**src/rtl/splf_pkg.sv**
```systemverilog
// Shared constants for the strip/pixel link formatter.
// Assumes one 20 MHz system clock and an APB register port.
package splf_pkg;
  // APB register map, byte addresses
  localparam int APB_AW = 8;
  localparam logic [7:0] ADDR_CTRL = 8'h00;
  localparam logic [7:0] ADDR_TMO = 8'h04;
  localparam logic [7:0] ADDR_LIMIT = 8'h08;
  localparam logic [7:0] ADDR_STAT = 8'h0c;

  // Control register fields
  localparam int CTRL_W = 15;
  localparam int CTL_EN = 0;
  localparam int CTL_PIX = 1;
  localparam int CTL_COND = 2;
  localparam int CTL_CMP_LO = 3;
  localparam int CTL_CMP_HI = 4;
  localparam int CTL_RAW = 5;
  localparam int CTL_NEWERR = 6;
  localparam int CTL_LINK_LO = 7;
  localparam int CTL_LINK_HI = 10;
  localparam int CTL_OFS_LO = 11;
  localparam int CTL_OFS_HI = 14;

  // Reset values
  localparam logic [CTRL_W-1:0] CTRL_RST = 15'h0000;
  localparam logic [15:0] TMO_RST = 16'h00c8;
  localparam logic [15:0] LIMIT_RST = 16'h0100;

  // Hit pattern compression settings
  localparam logic [1:0] CMP_ALIGN = 2'h0;
  localparam logic [1:0] CMP_LEVEL = 2'h1;
  localparam logic [1:0] CMP_EDGE = 2'h2;

  // Serial input marks
  localparam logic [4:0] SYNC_HDR = 5'h1d;
  localparam logic [3:0] PIX_NEWFE = 4'he;
  localparam logic [4:0] PIX_FEERR = 5'h1e;
  localparam logic [4:0] PIX_TRL = 5'h10;

  // Field lengths in serial bits
  localparam logic [4:0] N_S_HDR = 5'h0e;
  localparam logic [4:0] N_P_HDR = 5'h0d;
  localparam logic [4:0] N_S_HIT = 5'h0f;
  localparam logic [4:0] N_DDD = 5'h03;
  localparam logic [4:0] N_S_ERR = 5'h08;
  localparam logic [4:0] N_S_TRL = 5'h0f;
  localparam logic [4:0] N_P_TRL = 5'h12;
  localparam logic [4:0] N_P_BLK = 5'h04;
  localparam logic [4:0] N_P_FE = 5'h05;
  localparam logic [4:0] N_P_CHK = 5'h05;
  localparam logic [4:0] N_P_HIT = 5'h15;
  localparam logic [4:0] N_P_ERR = 5'h08;
  localparam logic [4:0] N_S_RAW = 5'h06;
  localparam logic [4:0] N_P_RAW = 5'h1d;
  localparam logic [2:0] S_RAW_CNT = 3'h7;

  // Output packet prefixes
  localparam logic [2:0] PK_HDR = 3'h1;
  localparam logic [2:0] PK_TRL = 3'h2;
  localparam logic [2:0] PK_RAW = 3'h3;
  localparam logic [2:0] PK_HIT = 3'h4;
  localparam logic [3:0] PK_ERR_OLD = 4'h0;
  localparam logic [3:0] PK_ERR_NEW = 4'h1;
  localparam logic [4:0] ERR_OLD_MARK = 5'h1e;
  localparam logic [4:0] ERR_NEW_MARK = 5'h1f;

  // Output word with sideband
  localparam int WORD_W = 38;

  typedef enum logic [3:0] {
    ST_HUNT, ST_HDR, ST_BLK, ST_HIT, ST_MORE, ST_DDD, ST_SERR,
    ST_SYNC, ST_TRL, ST_PFE, ST_PSUB, ST_PERR, ST_RAW
  } splf_state_e;
endpackage : splf_pkg

```
**src/rtl/splf_formatter.sv**
```systemverilog
// Serial link decoder and event word formatter for one link.
// Assumes link bits and APB signals are synchronous to sys_clk_in.
//
// What this block does
// - Strip hit block: leader, chip, channel, patterns
// - Leader-only block means an empty event
// - Strip error block: leader, chip, code, one
// - Hit pattern checked against compression setting
// - Strip packets packed two per 38-bit word
// - Link, time-out, condensed flags in sideband
// - Strip header and trailer packet layout
// - Condensed hit packet, one or two hits
// - Expanded first-hit and follow-on packets
// - Strip flagged-error and raw-data packets
// - All don't-care output bits are zero
// - Pixel packet: header, events, bunch, blocks
// - Pixel first block hit or chip error
// - Later pixel blocks may omit chip prefix
// - Pixel words 32 bits plus link, time-out
// - Pixel header word layout with bunch offset
// - Pixel hit word layout
// - Chip error word, old or new form
// - Time-out word and raw pixel words
// - Pixel trailer word with error flags
//
// The APB register port and the placing of the registers were chosen for this implementation.
`timescale 1ns/1ps
module splf_formatter
  import splf_pkg::*;
(
  input wire logic sys_clk_in,
  input wire logic rst_n_in,
  input wire logic psel_in,
  input wire logic penable_in,
  input wire logic pwrite_in,
  input wire logic [APB_AW-1:0] paddr_in,
  input wire logic [31:0] pwdata_in,
  output logic [31:0] prdata_out,
  output logic pready_out,
  output logic pslverr_out,
  input wire logic link_bit_in,
  input wire logic link_bit_valid_in,
  input wire logic trigger_in,
  output logic [WORD_W-1:0] fmt_word_out,
  output logic fmt_valid_out
);
  typedef struct packed {
    splf_state_e st;
    logic [4:0] cnt;
    logic [31:0] sh;
    logic [3:0] chip;
    logic [6:0] chan;
    logic pend;
    logic pf;
    logic [6:0] pchan;
    logic [2:0] pdd;
    logic [15:0] pkts;
    logic hlim;
    logic ovf;
    logic zerr;
    logic [CTRL_W-1:0] ctrl;
    logic [15:0] tmo_cyc;
    logic [15:0] limit;
    logic [15:0] evcnt;
    logic [31:0] prdata;
    logic pready;
    logic pslverr;
    logic ev;
    logic [31:0] ed;
    logic e16;
    logic elast;
    logic etmo;
  } splf_main_s;
  splf_main_s q;
  splf_main_s n;

  logic hdr_seen;
  logic tmo_pulse;

  // Trigger arms the watchdog; a found header disarms it
  splf_timeout #(
    .CNT_W(16)
  ) u_timeout (
    .sys_clk_in(sys_clk_in),
    .rst_n_in(rst_n_in),
    .arm_in(trigger_in && q.ctrl[CTL_EN]),
    .clear_in(hdr_seen),
    .cycles_in(q.tmo_cyc),
    .expire_out(tmo_pulse)
  );

  // Packer output flops drive the event word port
  splf_pack u_pack (
    .sys_clk_in(sys_clk_in),
    .rst_n_in(rst_n_in),
    .pkt_valid_in(q.ev),
    .pkt_data_in(q.ed),
    .pkt_half_in(q.e16),
    .pkt_last_in(q.elast),
    .pkt_tmo_in(q.etmo),
    .pix_in(q.ctrl[CTL_PIX]),
    .cond_in(q.ctrl[CTL_COND]),
    .link_in(q.ctrl[CTL_LINK_HI:CTL_LINK_LO]),
    .word_out(fmt_word_out),
    .valid_out(fmt_valid_out)
  );

  // Whole next state: register port, link decoder, packet builder
  always_comb begin
    logic [31:0] nsh;
    logic [4:0] ncnt;
    logic pix;
    logic cond;
    logic qual;
    logic [2:0] dd;
    logic [6:0] hchan;
    logic dv;
    logic [31:0] dw;
    nsh = {q.sh[30:0], link_bit_in};
    ncnt = q.cnt + 5'h01;
    pix = q.ctrl[CTL_PIX];
    cond = q.ctrl[CTL_COND];
    dd = nsh[2:0];
    hchan = q.chan + 7'h01;
    dv = 1'b0;
    dw = 32'h0000_0000;
    qual = 1'b0;
    hdr_seen = 1'b0;
    n = q;
    n.ev = 1'b0;
    n.ed = 32'h0000_0000;
    n.e16 = 1'b1;
    n.elast = 1'b0;
    n.etmo = 1'b0;

    // Hit pattern qualifier per compression setting
    case (q.ctrl[CTL_CMP_HI:CTL_CMP_LO])
      CMP_ALIGN: qual = |dd;
      CMP_LEVEL: qual = dd[1];
      CMP_EDGE: qual = (dd[2:1] == 2'h1);
      default: qual = 1'b1;
    endcase

    // APB: decode in setup, answer in the first access cycle
    n.pready = 1'b0;
    n.pslverr = 1'b0;
    if (psel_in && !penable_in) begin
      n.pready = 1'b1;
      n.prdata = 32'h0000_0000;
      case (paddr_in)
        ADDR_CTRL: n.prdata = 32'(q.ctrl);
        ADDR_TMO: n.prdata = 32'(q.tmo_cyc);
        ADDR_LIMIT: n.prdata = 32'(q.limit);
        ADDR_STAT: n.prdata = {q.evcnt, 10'h000, q.ovf, q.hlim, q.st};
        default: n.pslverr = 1'b1;
      endcase
    end
    if (psel_in && penable_in && q.pready && pwrite_in && !q.pslverr) begin
      case (paddr_in)
        ADDR_CTRL: n.ctrl = pwdata_in[CTRL_W-1:0];
        ADDR_TMO: n.tmo_cyc = pwdata_in[15:0];
        ADDR_LIMIT: n.limit = pwdata_in[15:0];
        default: n.ctrl = q.ctrl;
      endcase
    end

    // Watchdog fired while waiting: stand-in event, flagged
    if (tmo_pulse && q.st == ST_HUNT) begin
      n.ev = 1'b1;
      n.e16 = 1'b0;
      n.etmo = 1'b1;
      n.elast = 1'b1;
      if (pix) begin
        n.ed = {PK_HDR, 29'h0000_0000};
      end else begin
        n.ed = {PK_HDR, 13'h0000, PK_TRL, 13'h0000};
      end
    end

    // Link decoder; one serial bit per valid strobe
    if (!q.ctrl[CTL_EN]) begin
      n.st = ST_HUNT;
      n.cnt = 5'h00;
    end else if (link_bit_valid_in) begin
      n.sh = nsh;
      n.cnt = ncnt;
      case (q.st)
        // Slide over idle bits until the header mark shows
        ST_HUNT: begin
          n.cnt = 5'h00;
          if (q.ctrl[CTL_RAW]) begin
            n.st = ST_RAW;
          end else if (nsh[4:0] == SYNC_HDR) begin
            hdr_seen = 1'b1;
            n.st = ST_HDR;
            n.pkts = 16'h0000;
            n.hlim = 1'b0;
            n.ovf = 1'b0;
            n.pend = 1'b0;
          end
        end
        // Event and bunch ids, then the sync bit
        ST_HDR: begin
          if (ncnt == (pix ? N_P_HDR : N_S_HDR)) begin
            n.st = ST_BLK;
            n.cnt = 5'h00;
            n.ev = 1'b1;
            n.evcnt = q.evcnt + 16'h0001;
            if (pix) begin
              n.e16 = 1'b0;
              n.ed = {PK_HDR, ~nsh[0], 8'h00,
                      q.ctrl[CTL_OFS_HI:CTL_OFS_LO],
                      nsh[12:9], nsh[8:5], 4'h0, nsh[4:1]};
            end else begin
              n.ed = {16'h0000, PK_HDR, ~nsh[0], nsh[12:9],
                      nsh[8:1]};
            end
          end
        end
        // Block start: sort by leader bits
        ST_BLK: begin
          if (pix) begin
            if (ncnt == N_P_BLK) begin
              if (nsh[3:0] == PIX_NEWFE) begin
                n.st = ST_PFE;
                n.cnt = 5'h00;
              end else begin
                n.st = ST_PSUB;
              end
            end
          end else if (q.cnt == 5'h00 && link_bit_in) begin
            n.st = ST_TRL;
            n.cnt = 5'h00;
            n.zerr = 1'b0;
          end else if (q.cnt == 5'h01 && link_bit_in) begin
            n.st = ST_HIT;
            n.cnt = 5'h00;
          end else if (q.cnt == 5'h02) begin
            n.st = link_bit_in ? ST_SYNC : ST_SERR;
            n.cnt = 5'h00;
          end
        end
        // Chip, channel, separator and first pattern
        ST_HIT: begin
          if (ncnt == N_S_HIT) begin
            n.chip = nsh[14:11];
            n.chan = nsh[10:4];
            n.st = ST_MORE;
            n.cnt = 5'h00;
            if (cond) begin
              n.pend = 1'b1;
              n.pchan = nsh[10:4];
              n.pf = ~qual;
            end else begin
              dv = 1'b1;
              dw = {16'h0000, 1'b1, nsh[14:11], nsh[10:4],
                    1'b0, dd};
            end
          end
        end
        // A one brings another pattern, a zero ends the block
        ST_MORE: begin
          n.cnt = 5'h00;
          if (link_bit_in) begin
            n.st = ST_DDD;
          end else begin
            n.st = ST_SYNC;
            n.pend = 1'b0;
            dv = q.pend;
            if (cond) begin
              dw = {16'h0000, 1'b1, q.chip, q.pchan, 1'b0,
                    q.pf, 2'h0};
            end else begin
              dw = {16'h0000, 1'b1, 7'h00, 1'b0, 3'h0,
                    1'b1, q.pdd};
            end
          end
        end
        // Further pattern, next channel up
        ST_DDD: begin
          if (ncnt == N_DDD) begin
            n.st = ST_MORE;
            n.cnt = 5'h00;
            n.chan = hchan;
            if (q.pend) begin
              n.pend = 1'b0;
              dv = 1'b1;
              if (cond) begin
                dw = {16'h0000, 1'b1, q.chip, q.pchan, ~qual,
                      q.pf, 2'h1};
              end else begin
                dw = {16'h0000, 1'b1, 7'h00, 1'b1, q.pdd,
                      1'b1, dd};
              end
            end else begin
              n.pend = 1'b1;
              n.pchan = hchan;
              n.pf = ~qual;
              n.pdd = dd;
            end
          end
        end
        // Chip error code and closing bit
        ST_SERR: begin
          if (ncnt == N_S_ERR) begin
            n.st = ST_SYNC;
            n.cnt = 5'h00;
            dv = 1'b1;
            dw = {16'h0000, 3'h0, 6'h00, nsh[7:4], nsh[3:1]};
          end
        end
        // Sync bit between blocks; a wrong value is tolerated
        ST_SYNC: begin
          n.st = ST_BLK;
          n.cnt = 5'h00;
        end
        // Trailer zeros; any one marks a trailer bit error
        ST_TRL: begin
          n.zerr = q.zerr | link_bit_in;
          if (ncnt == (pix ? N_P_TRL : N_S_TRL)) begin
            n.st = ST_HUNT;
            n.cnt = 5'h00;
            n.ev = 1'b1;
            n.elast = 1'b1;
            if (pix) begin
              n.e16 = 1'b0;
              n.ed = {PK_TRL, n.zerr, q.hlim, q.ovf,
                      26'h000_0000};
            end else begin
              n.ed = {16'h0000, PK_TRL, n.zerr, q.hlim, q.ovf,
                      10'h000};
            end
          end
        end
        // New chip number and its sync bit
        ST_PFE: begin
          if (ncnt == N_P_FE) begin
            n.chip = nsh[4:1];
            n.st = ST_PSUB;
            n.cnt = 5'h00;
          end
        end
        // Hit, chip error or trailer for the current chip
        ST_PSUB: begin
          if (ncnt == N_P_CHK && nsh[4:0] == PIX_FEERR) begin
            n.st = ST_PERR;
            n.cnt = 5'h00;
          end else if (ncnt == N_P_CHK && nsh[4:0] == PIX_TRL) begin
            n.st = ST_TRL;
            n.cnt = 5'h00;
            n.zerr = 1'b0;
          end else if (ncnt == N_P_HIT) begin
            n.st = ST_SYNC;
            n.cnt = 5'h00;
            dv = 1'b1;
            dw = {PK_HIT, 1'b0, q.chip, nsh[7:0], 3'h0,
                  nsh[12:8], nsh[20:13]};
          end
        end
        // Chip error code and controller error code
        ST_PERR: begin
          if (ncnt == N_P_ERR) begin
            n.st = ST_SYNC;
            n.cnt = 5'h00;
            dv = 1'b1;
            if (q.ctrl[CTL_NEWERR]) begin
              dw = {PK_ERR_NEW, q.chip, 5'h00, ERR_NEW_MARK,
                    3'h0, nsh[3:0], 3'h0, nsh[7:4]};
            end else begin
              dw = {PK_ERR_OLD, q.chip, 11'h000, ERR_OLD_MARK,
                    q.chip, nsh[7:4]};
            end
          end
        end
        // Raw capture bypasses parsing and the packet limit
        ST_RAW: begin
          if (!q.ctrl[CTL_RAW]) begin
            n.st = ST_HUNT;
            n.cnt = 5'h00;
          end else if (ncnt == (pix ? N_P_RAW : N_S_RAW)) begin
            n.cnt = 5'h00;
            n.ev = 1'b1;
            if (pix) begin
              n.e16 = 1'b0;
              n.ed = {PK_RAW, nsh[28:0]};
            end else begin
              n.ed = {16'h0000, PK_RAW, S_RAW_CNT, 2'h0, 2'h0,
                      nsh[5:0]};
            end
          end
        end
        default: begin
          n.st = ST_HUNT;
          n.cnt = 5'h00;
        end
      endcase
    end

    // Data packets count against the per-event limit
    if (dv) begin
      if (q.pkts >= q.limit) begin
        n.ovf = 1'b1;
        n.hlim = 1'b1;
      end else begin
        n.pkts = q.pkts + 16'h0001;
        n.hlim = (q.pkts + 16'h0001) >= q.limit;
        n.ev = 1'b1;
        n.e16 = ~pix;
        n.ed = dw;
      end
    end
  end

  // Single state register; software settings reset to defaults
  always_ff @(posedge sys_clk_in) begin
    if (!rst_n_in) begin
      q <= '0;
      q.ctrl <= CTRL_RST;
      q.tmo_cyc <= TMO_RST;
      q.limit <= LIMIT_RST;
    end else begin
      q <= n;
    end
  end

  assign prdata_out = q.prdata;
  assign pready_out = q.pready;
  assign pslverr_out = q.pslverr;
endmodule : splf_formatter

```
**src/rtl/splf_pack.sv**
```systemverilog
// Packs strip packets two to a word and adds the sideband bits.
// Assumes at most one packet per cycle; 32-bit words pass whole.
`timescale 1ns/1ps
module splf_pack
  import splf_pkg::*;
(
  input wire logic sys_clk_in,
  input wire logic rst_n_in,
  input wire logic pkt_valid_in,
  input wire logic [31:0] pkt_data_in,
  input wire logic pkt_half_in,
  input wire logic pkt_last_in,
  input wire logic pkt_tmo_in,
  input wire logic pix_in,
  input wire logic cond_in,
  input wire logic [3:0] link_in,
  output logic [WORD_W-1:0] word_out,
  output logic valid_out
);
  typedef struct packed {
    logic held;
    logic [15:0] half;
    logic [WORD_W-1:0] word;
    logic vld;
  } splf_pack_s;
  splf_pack_s q;
  splf_pack_s n;
  logic [5:0] side;

  // First packet of a pair lands in the upper half
  always_comb begin
    n = q;
    n.vld = 1'b0;
    side = {cond_in && !pix_in, pkt_tmo_in, link_in};
    if (pkt_valid_in) begin
      if (!pkt_half_in) begin
        n.word = {side, pkt_data_in};
        n.vld = 1'b1;
      end else if (q.held) begin
        n.word = {side, q.half, pkt_data_in[15:0]};
        n.held = 1'b0;
        n.vld = 1'b1;
      end else if (pkt_last_in) begin
        n.word = {side, pkt_data_in[15:0], 16'h0000};
        n.vld = 1'b1;
      end else begin
        n.held = 1'b1;
        n.half = pkt_data_in[15:0];
      end
    end
  end

  always_ff @(posedge sys_clk_in) begin
    if (!rst_n_in) begin
      q <= '0;
    end else begin
      q <= n;
    end
  end

  assign word_out = q.word;
  assign valid_out = q.vld;
endmodule : splf_pack

```
**src/rtl/splf_timeout.sv**
```systemverilog
// Header time-out watchdog for one link.
// Assumes trigger and header pulses are one cycle wide.
`timescale 1ns/1ps
module splf_timeout
  import splf_pkg::*;
#(
  parameter int CNT_W = 16
) (
  input wire logic sys_clk_in,
  input wire logic rst_n_in,
  input wire logic arm_in,
  input wire logic clear_in,
  input wire logic [CNT_W-1:0] cycles_in,
  output logic expire_out
);
  typedef struct packed {
    logic armed;
    logic [CNT_W-1:0] cnt;
    logic exp;
  } splf_tmo_s;
  splf_tmo_s q;
  splf_tmo_s n;

  // A header cancels the wait; zero cycles acts as one
  always_comb begin
    n = q;
    n.exp = 1'b0;
    if (clear_in) begin
      n.armed = 1'b0;
    end else if (arm_in && !q.armed) begin
      n.armed = 1'b1;
      n.cnt = cycles_in;
    end else if (q.armed) begin
      if (q.cnt <= CNT_W'(1)) begin
        n.armed = 1'b0;
        n.exp = 1'b1;
      end else begin
        n.cnt = q.cnt - CNT_W'(1);
      end
    end
  end

  always_ff @(posedge sys_clk_in) begin
    if (!rst_n_in) begin
      q <= '0;
    end else begin
      q <= n;
    end
  end

  assign expire_out = q.exp;
endmodule : splf_timeout

```
**config.mk**
```make
export PLATFORM = sky130hd
export DESIGN_NAME = splf_formatter
export DESIGN_NICKNAME = d
export VERILOG_FILES = /design/src/rtl/splf_pkg.sv /design/src/rtl/splf_formatter.sv /design/src/rtl/splf_pack.sv /design/src/rtl/splf_timeout.sv
export SDC_FILE = /design/constraint.sdc
export NUM_CORES = 1
export LEC_CHECK = 0
export ABC_AREA = 1
export BUFFER_PORTS_ARGS = -buffer_cell sky130_fd_sc_hd__buf_4
export CORE_ASPECT_RATIO = 1.1
export CORE_MARGIN = 4
export CORE_UTILIZATION = 47
export CTS_CLUSTER_DIAMETER = 50
export DETAILED_ROUTE_END_ITERATION = 6
export PLACE_DENSITY_LB_ADDON = 0.15
export RECOVER_POWER = 25
export SYNTH_ARGS = -nofsm -noshare
export SYNTH_HDL_FRONTEND = slang
export SYNTH_SLANG_ARGS = --single-unit
```
**constraint.sdc**
```tcl
create_clock -name sys_clk_in -period 2.86 [get_ports sys_clk_in]
set_input_delay 0 -clock sys_clk_in [delete_from_list [all_inputs] [get_ports sys_clk_in]]
set_output_delay 0 -clock sys_clk_in [all_outputs]
set_load 0.05 [all_outputs]
```
---- Yosys cells after proc, flatten, opt, wreduce, memory -nomap -nowiden ----
Cells that the tools add are included.
cells by class
  add/sub/neg operators ................... 5
  muxes and demuxes ....................... 117
  equality and inequality tests ........... 56
  reduce and logical (&&, ||, !) cells .... 55
  order comparisons ....................... 3
  bitwise gates (word level) .............. 10
operators with widths
  cell                     count
  $mux W32                 6
  $pmux W32 S6             1
  $mux W34                 5
  $mux W9                  15
  $pmux W32 S4             1
  $mux W39                 3
  $pmux W9 S12             1
  $mux W35                 3
  $pmux W34 S3             1
  $mux W16                 6
  $mux W18                 5
  $mux W31                 2
  $mux W29                 2
  $mux W19                 3
  $mux W15                 3
  $mux W36                 1
  $mux W17                 2
  $mux W1                  33
  $add A16 B1 Y16 const B  2
  $ge A16 B16 Y1           2
  $mux W30                 1
  $ne A2 B2 Y1 const B     14
  $mux W5                  5
  $eq A4 B4 Y1 const B     6
  other kinds (55)         123
word-level totals
  flip-flop bits (word level) ............. 286
  word-level logic and storage cells ...... 278
  input bits .............................. 48
  output and inout bits ................... 73

---- Depth between registers and ports, before layout ----
  depth in word-level cells ............... 11
  depth in mapped cells ................... 17
  mapped depth without buffers ............ 17

---- Hierarchy ----
A second synthesis with hierarchy kept.
second synthesis, totals
  cell total of the unflattened synthesis .. 2436
  area, all modules ....................... 15995.3 µm²
modules (own cells, without submodules)
  module          area each (µm²)  times used  cells an instance  seq. area each (µm²)
  splf_formatter  11633.7          1           1728               4244.1
  splf_pack       3055.4           1           471                1121.1
  splf_timeout    1306.3           1           237                360.3

---- Worst setup path before layout ----
OpenSTA, ideal clock, no wires.
  kind .................................... register to register
  start ................................... register q[136] (netlist name)
  end ..................................... register q[135] (netlist name)
  setup slack ............................. 0.331 ns
  library setup time ...................... 0.115 ns
  buffers on the path ..................... 0
  arrival ................................. 2.414 ns
  stages on the path, launching flop included .. 18
  data required time ...................... 2.745 ns
  clock period less this slack ............ 2.529 ns
  cell sequence ........................... dfxtp_1 > ha_1 > nand2_1 > nor2_1 > nand3_1 > nand3b_1 > nor2_1 > nand3_1 > xor2_1 > inv_1 > ha_1 > nand2_1 > inv_1 > nand3_1 > inv_1 > a21oi_1 > o2111ai_1 > o21a_1
on the way
  word-level cells in the longest chain between the ends .. 4
  elaborated cells on any way between the ends .. 5
  those cells by class .................... add/sub: 1; order compare: 2; mux: 2
RTL lines
  item                    line                   source
  start, declared         splf_formatter.sv:74   splf_main_s q;
  start signal, assigned  splf_formatter.sv:422  q <= n;
  $add A16 B1 Y16         splf_formatter.sv:406  n.hlim = (q.pkts + 16'h0001) >= q.limit;
  $ge A16 B16 Y1          splf_formatter.sv:406
  $mux W1 (*)             splf_formatter.sv:401  if (q.pkts >= q.limit) begin
  $mux W18 (*)            splf_formatter.sv:400  if (dv) begin
Every way passes the cells marked *; elsewhere a longest branch is shown, timed or not.
A chain may end at the register's enable or synchronous reset.

---- Worst setup path after layout ----
Same ends and word-level chain as after synthesis.

==> impl_results.md <==
* Die ar. at 35,500 sq um
* Worst-Skew Late Latency at about 0.55 ns
* RSZ-0062 raised after global routing: no
* 1st-pass router iterations at 7
* Cells after DPL at 2,622
* Routability cong. at 1.00
* Switching power at 2190 uW
* Synthesis warning total at 0
* Synth area leaders: dfxtp_1 37%, nand2_1 9.6%, o21ai_0 7.5%, a21oi_1 6.5%, nand3_1 6.1%
* Async set or reset register ratio after synthesis at 0%
* Initial antenna violation count at 0
* Io pins at between 100 and 150
* EDFF count, synth at 0
* Fmax at 0.374 GHz
* Global-route wire length before repair at 78,900 um
* Avg Synthesized Cell Area at 6.94 sq um
* Root Buffer: clkbuf_16
* Final wirelength at ~50,000 um
* Area of the core at 32,200 sq um
* Synth Flop Type: dfxtp_1
* Die X at 180 um
* Port Buffer Count at 104
* Die Ht at about 200 um
* Setup Viol. Count Final at 0
* P_int at 7020 uW
* Hold Path Class: in -> reg
* Commonest cells post-synth: 393 x nand2_1, 286 x dfxtp_1, 228 x o21ai_0
* Crit start category: flip-flop
* Most common cell in the netlist: nand2_1
* Pin count of the biggest net entering global routing at 62
* Crit-path max FO at 3
* Reg clk slew, reported paths at 0.07 ns
* Syn Nets at 2,297
* Netlist Area Pre-Place at between 15,000 and 20,000 sq um
* Vias in the first global route at 14,700
* Final ANT Viol Nets at 0
* WP data required at 3.30 ns
* Syn-to-layout area delta at 14.1%
* Final nets at 2,357
* Hold Vio Cnt, Final at 0
* Fraction of power spent switching nets at 23.7%
* Clk_skew at 0.0287 ns
* Outcome: finished, final reports clean
* Post-Place Cell Area at around 16,000 sq um
* # H-tree levels at 2
* Unique masters post-synth at 59
* Setup repair bufs after CTS at 0
* Combinational fraction of design power at 3.2%
* Largest area contributor in the netlist: dfxtp_1
* Share of layout cells above drive strength 1 at under 10%
* Post-synth top area share at 37.4%
* Vias post-DR at 15,300
* PD cells at 527 nW/um^2
* Sequential Power Share at 43.5%
* Gr ovfl total at 0
* Reg2reg setup slack at 0.19 ns
* Slew Limit Fails at 0
* CP Class: reg -> reg
* Pleak at 0.00707 uW
* Post-layout instance area at 17,500 sq um
* Total GRT Usage at 27.1%
* WHS at 0.135 ns
* Yosys reg bits at 286
* Clock Sink Count at 286
* Crit path DAT at 3.11 ns
* Seq/Total Area, Yosys at 37.4%
* HPWL after detailed placement at 36,400 um
* Drt initial violations at around 1,300
* Peak supply drop at 0.000408 V
* Vias/cell at between 5 and 6
* Number of remaining DRC errors at 0
* TritonCTS buffer count at 38
* Least-Margin Pin Slew at 1.09 ns
* Syn Inst Count at 2,207
* Routed len/inst at 18.2 um
* Cell Rows at slightly below 70
* Max-Slew Margin vs Limit at 27.1%
* CTS tree: built
* Clock tree buffer depth at 3
* Final TNS setup at 0 ns
* Fillers at 3,285
* Min cycle time layout at 2.67 ns
* Fin crit share at 93.4%
* ANT cells at 0
* Tot Pwr at slightly above 9000 uW
* CP Capture Type: flip-flop
* Max_cap viols at 0
* Clock Power Share at 53.2%
* Fin cells at 2,722
* Initial Util at approximately 48%
placed cells by master (no fill, tap or decap), drive strengths merged, types with 41 or more instances in the layout:
cell type    n
a21oi      200
buf         86
clkbuf     126
dfxtp      286
ha          42
inv        231
nand2      403
nand3      192
nor2       233
o21ai      231
o22ai       41
what timing repair did:
action,4_1_cts,5_1_grt
resized for setup,0,9
endpoints found under the setup margin,0,25
hold buffers,30,0
endpoints found under the hold margin,79,0
path summary, 6_finish.rpt:
check,cells past startpoint,end,from
worst max register to register,17,q[135],q[136]
worst min register to register,2,prdata_out[9],prdata_out[9]
worst max-delay path,17,q[135],q[136]
worst min-delay path,8,q[105],pwrite_in
flip-flops by register name (all words and copies together) (netlist names):
name,count
q,178
u_pack.word_out,38
prdata_out,32
u_pack.q,17
u_timeout.q,17
pready_out,1
pslverr_out,1
u_pack.valid_out,1
u_timeout.expire_out,1
layer usage:
layer  GRT usage [%]  vias up  part of all wire, %
met5               0        -                    0
met4            12.0        0                  4.7
met3            3.98      147                  6.6
met2            45.9      614                   47
met1            34.6     7049                   42
li1                -     7452                    -
critical path: stages, from the launching register on:
cell	delay, ns
dfxtp_1	0.37
ha_2	0.22
nand2_1	0.06
nor2_1	0.16
nand3_1	0.16
nand3b_1	0.22
nor2_2	0.13
nand3_1	0.09
xor2_1	0.15
inv_1	0.07
ha_1	0.26
nand2_1	0.08
inv_1	0.04
nand3_1	0.08
inv_1	0.04
a21oi_1	0.14
o2111ai_1	0.12
o21a_1	0.18
cell type report:
cell class                 count  area, sq um  area share (%)
tap                          426          533            3.05
multi-input combinational   1515         7770            44.4
inverter                     234          885            5.06
clock buffer                  51         1050            6.01
timing repair buffer         191         1240            7.11
clock inverter                18          269            1.54
timing repair inverter         1         5.00          0.0286
sequential                   286         5730            32.8
stage by stage:
step           util, %  worst slack [ns]
2_1_floorplan        -             0.331
4_1_cts           55.0             0.135
3_3_place_gp      50.0             0.173
5_1_grt           54.3           0.00701
6_report          54.3             0.189
3_5_place_dp      50.0             0.165
logic make-up (layout without fill, tap and decap cells):
family          Yosys count  in the layout  share of synthesized area [%]
flops                   286            286                           37.4
simple gates            899            899                           25.9
fa+ha+maj                42             42                           3.43
buf+inv                 406            495                           12.1
xor+xnor                 21             21                           1.20
compound gates          553            553                           20.0
power groups by stage:
stage          sequential [uW]  combinational [uW]  clock, uW
4_1_cts                   4010                 309       4990
5_1_grt                   4010                 324       5170
6_report                  4010                 299       4900
3_3_place_gp              4090                 279          0
3_5_place_dp              4090                 280          0
2_1_floorplan             4100                 183          0
Power figures use the tool's default switching activity.
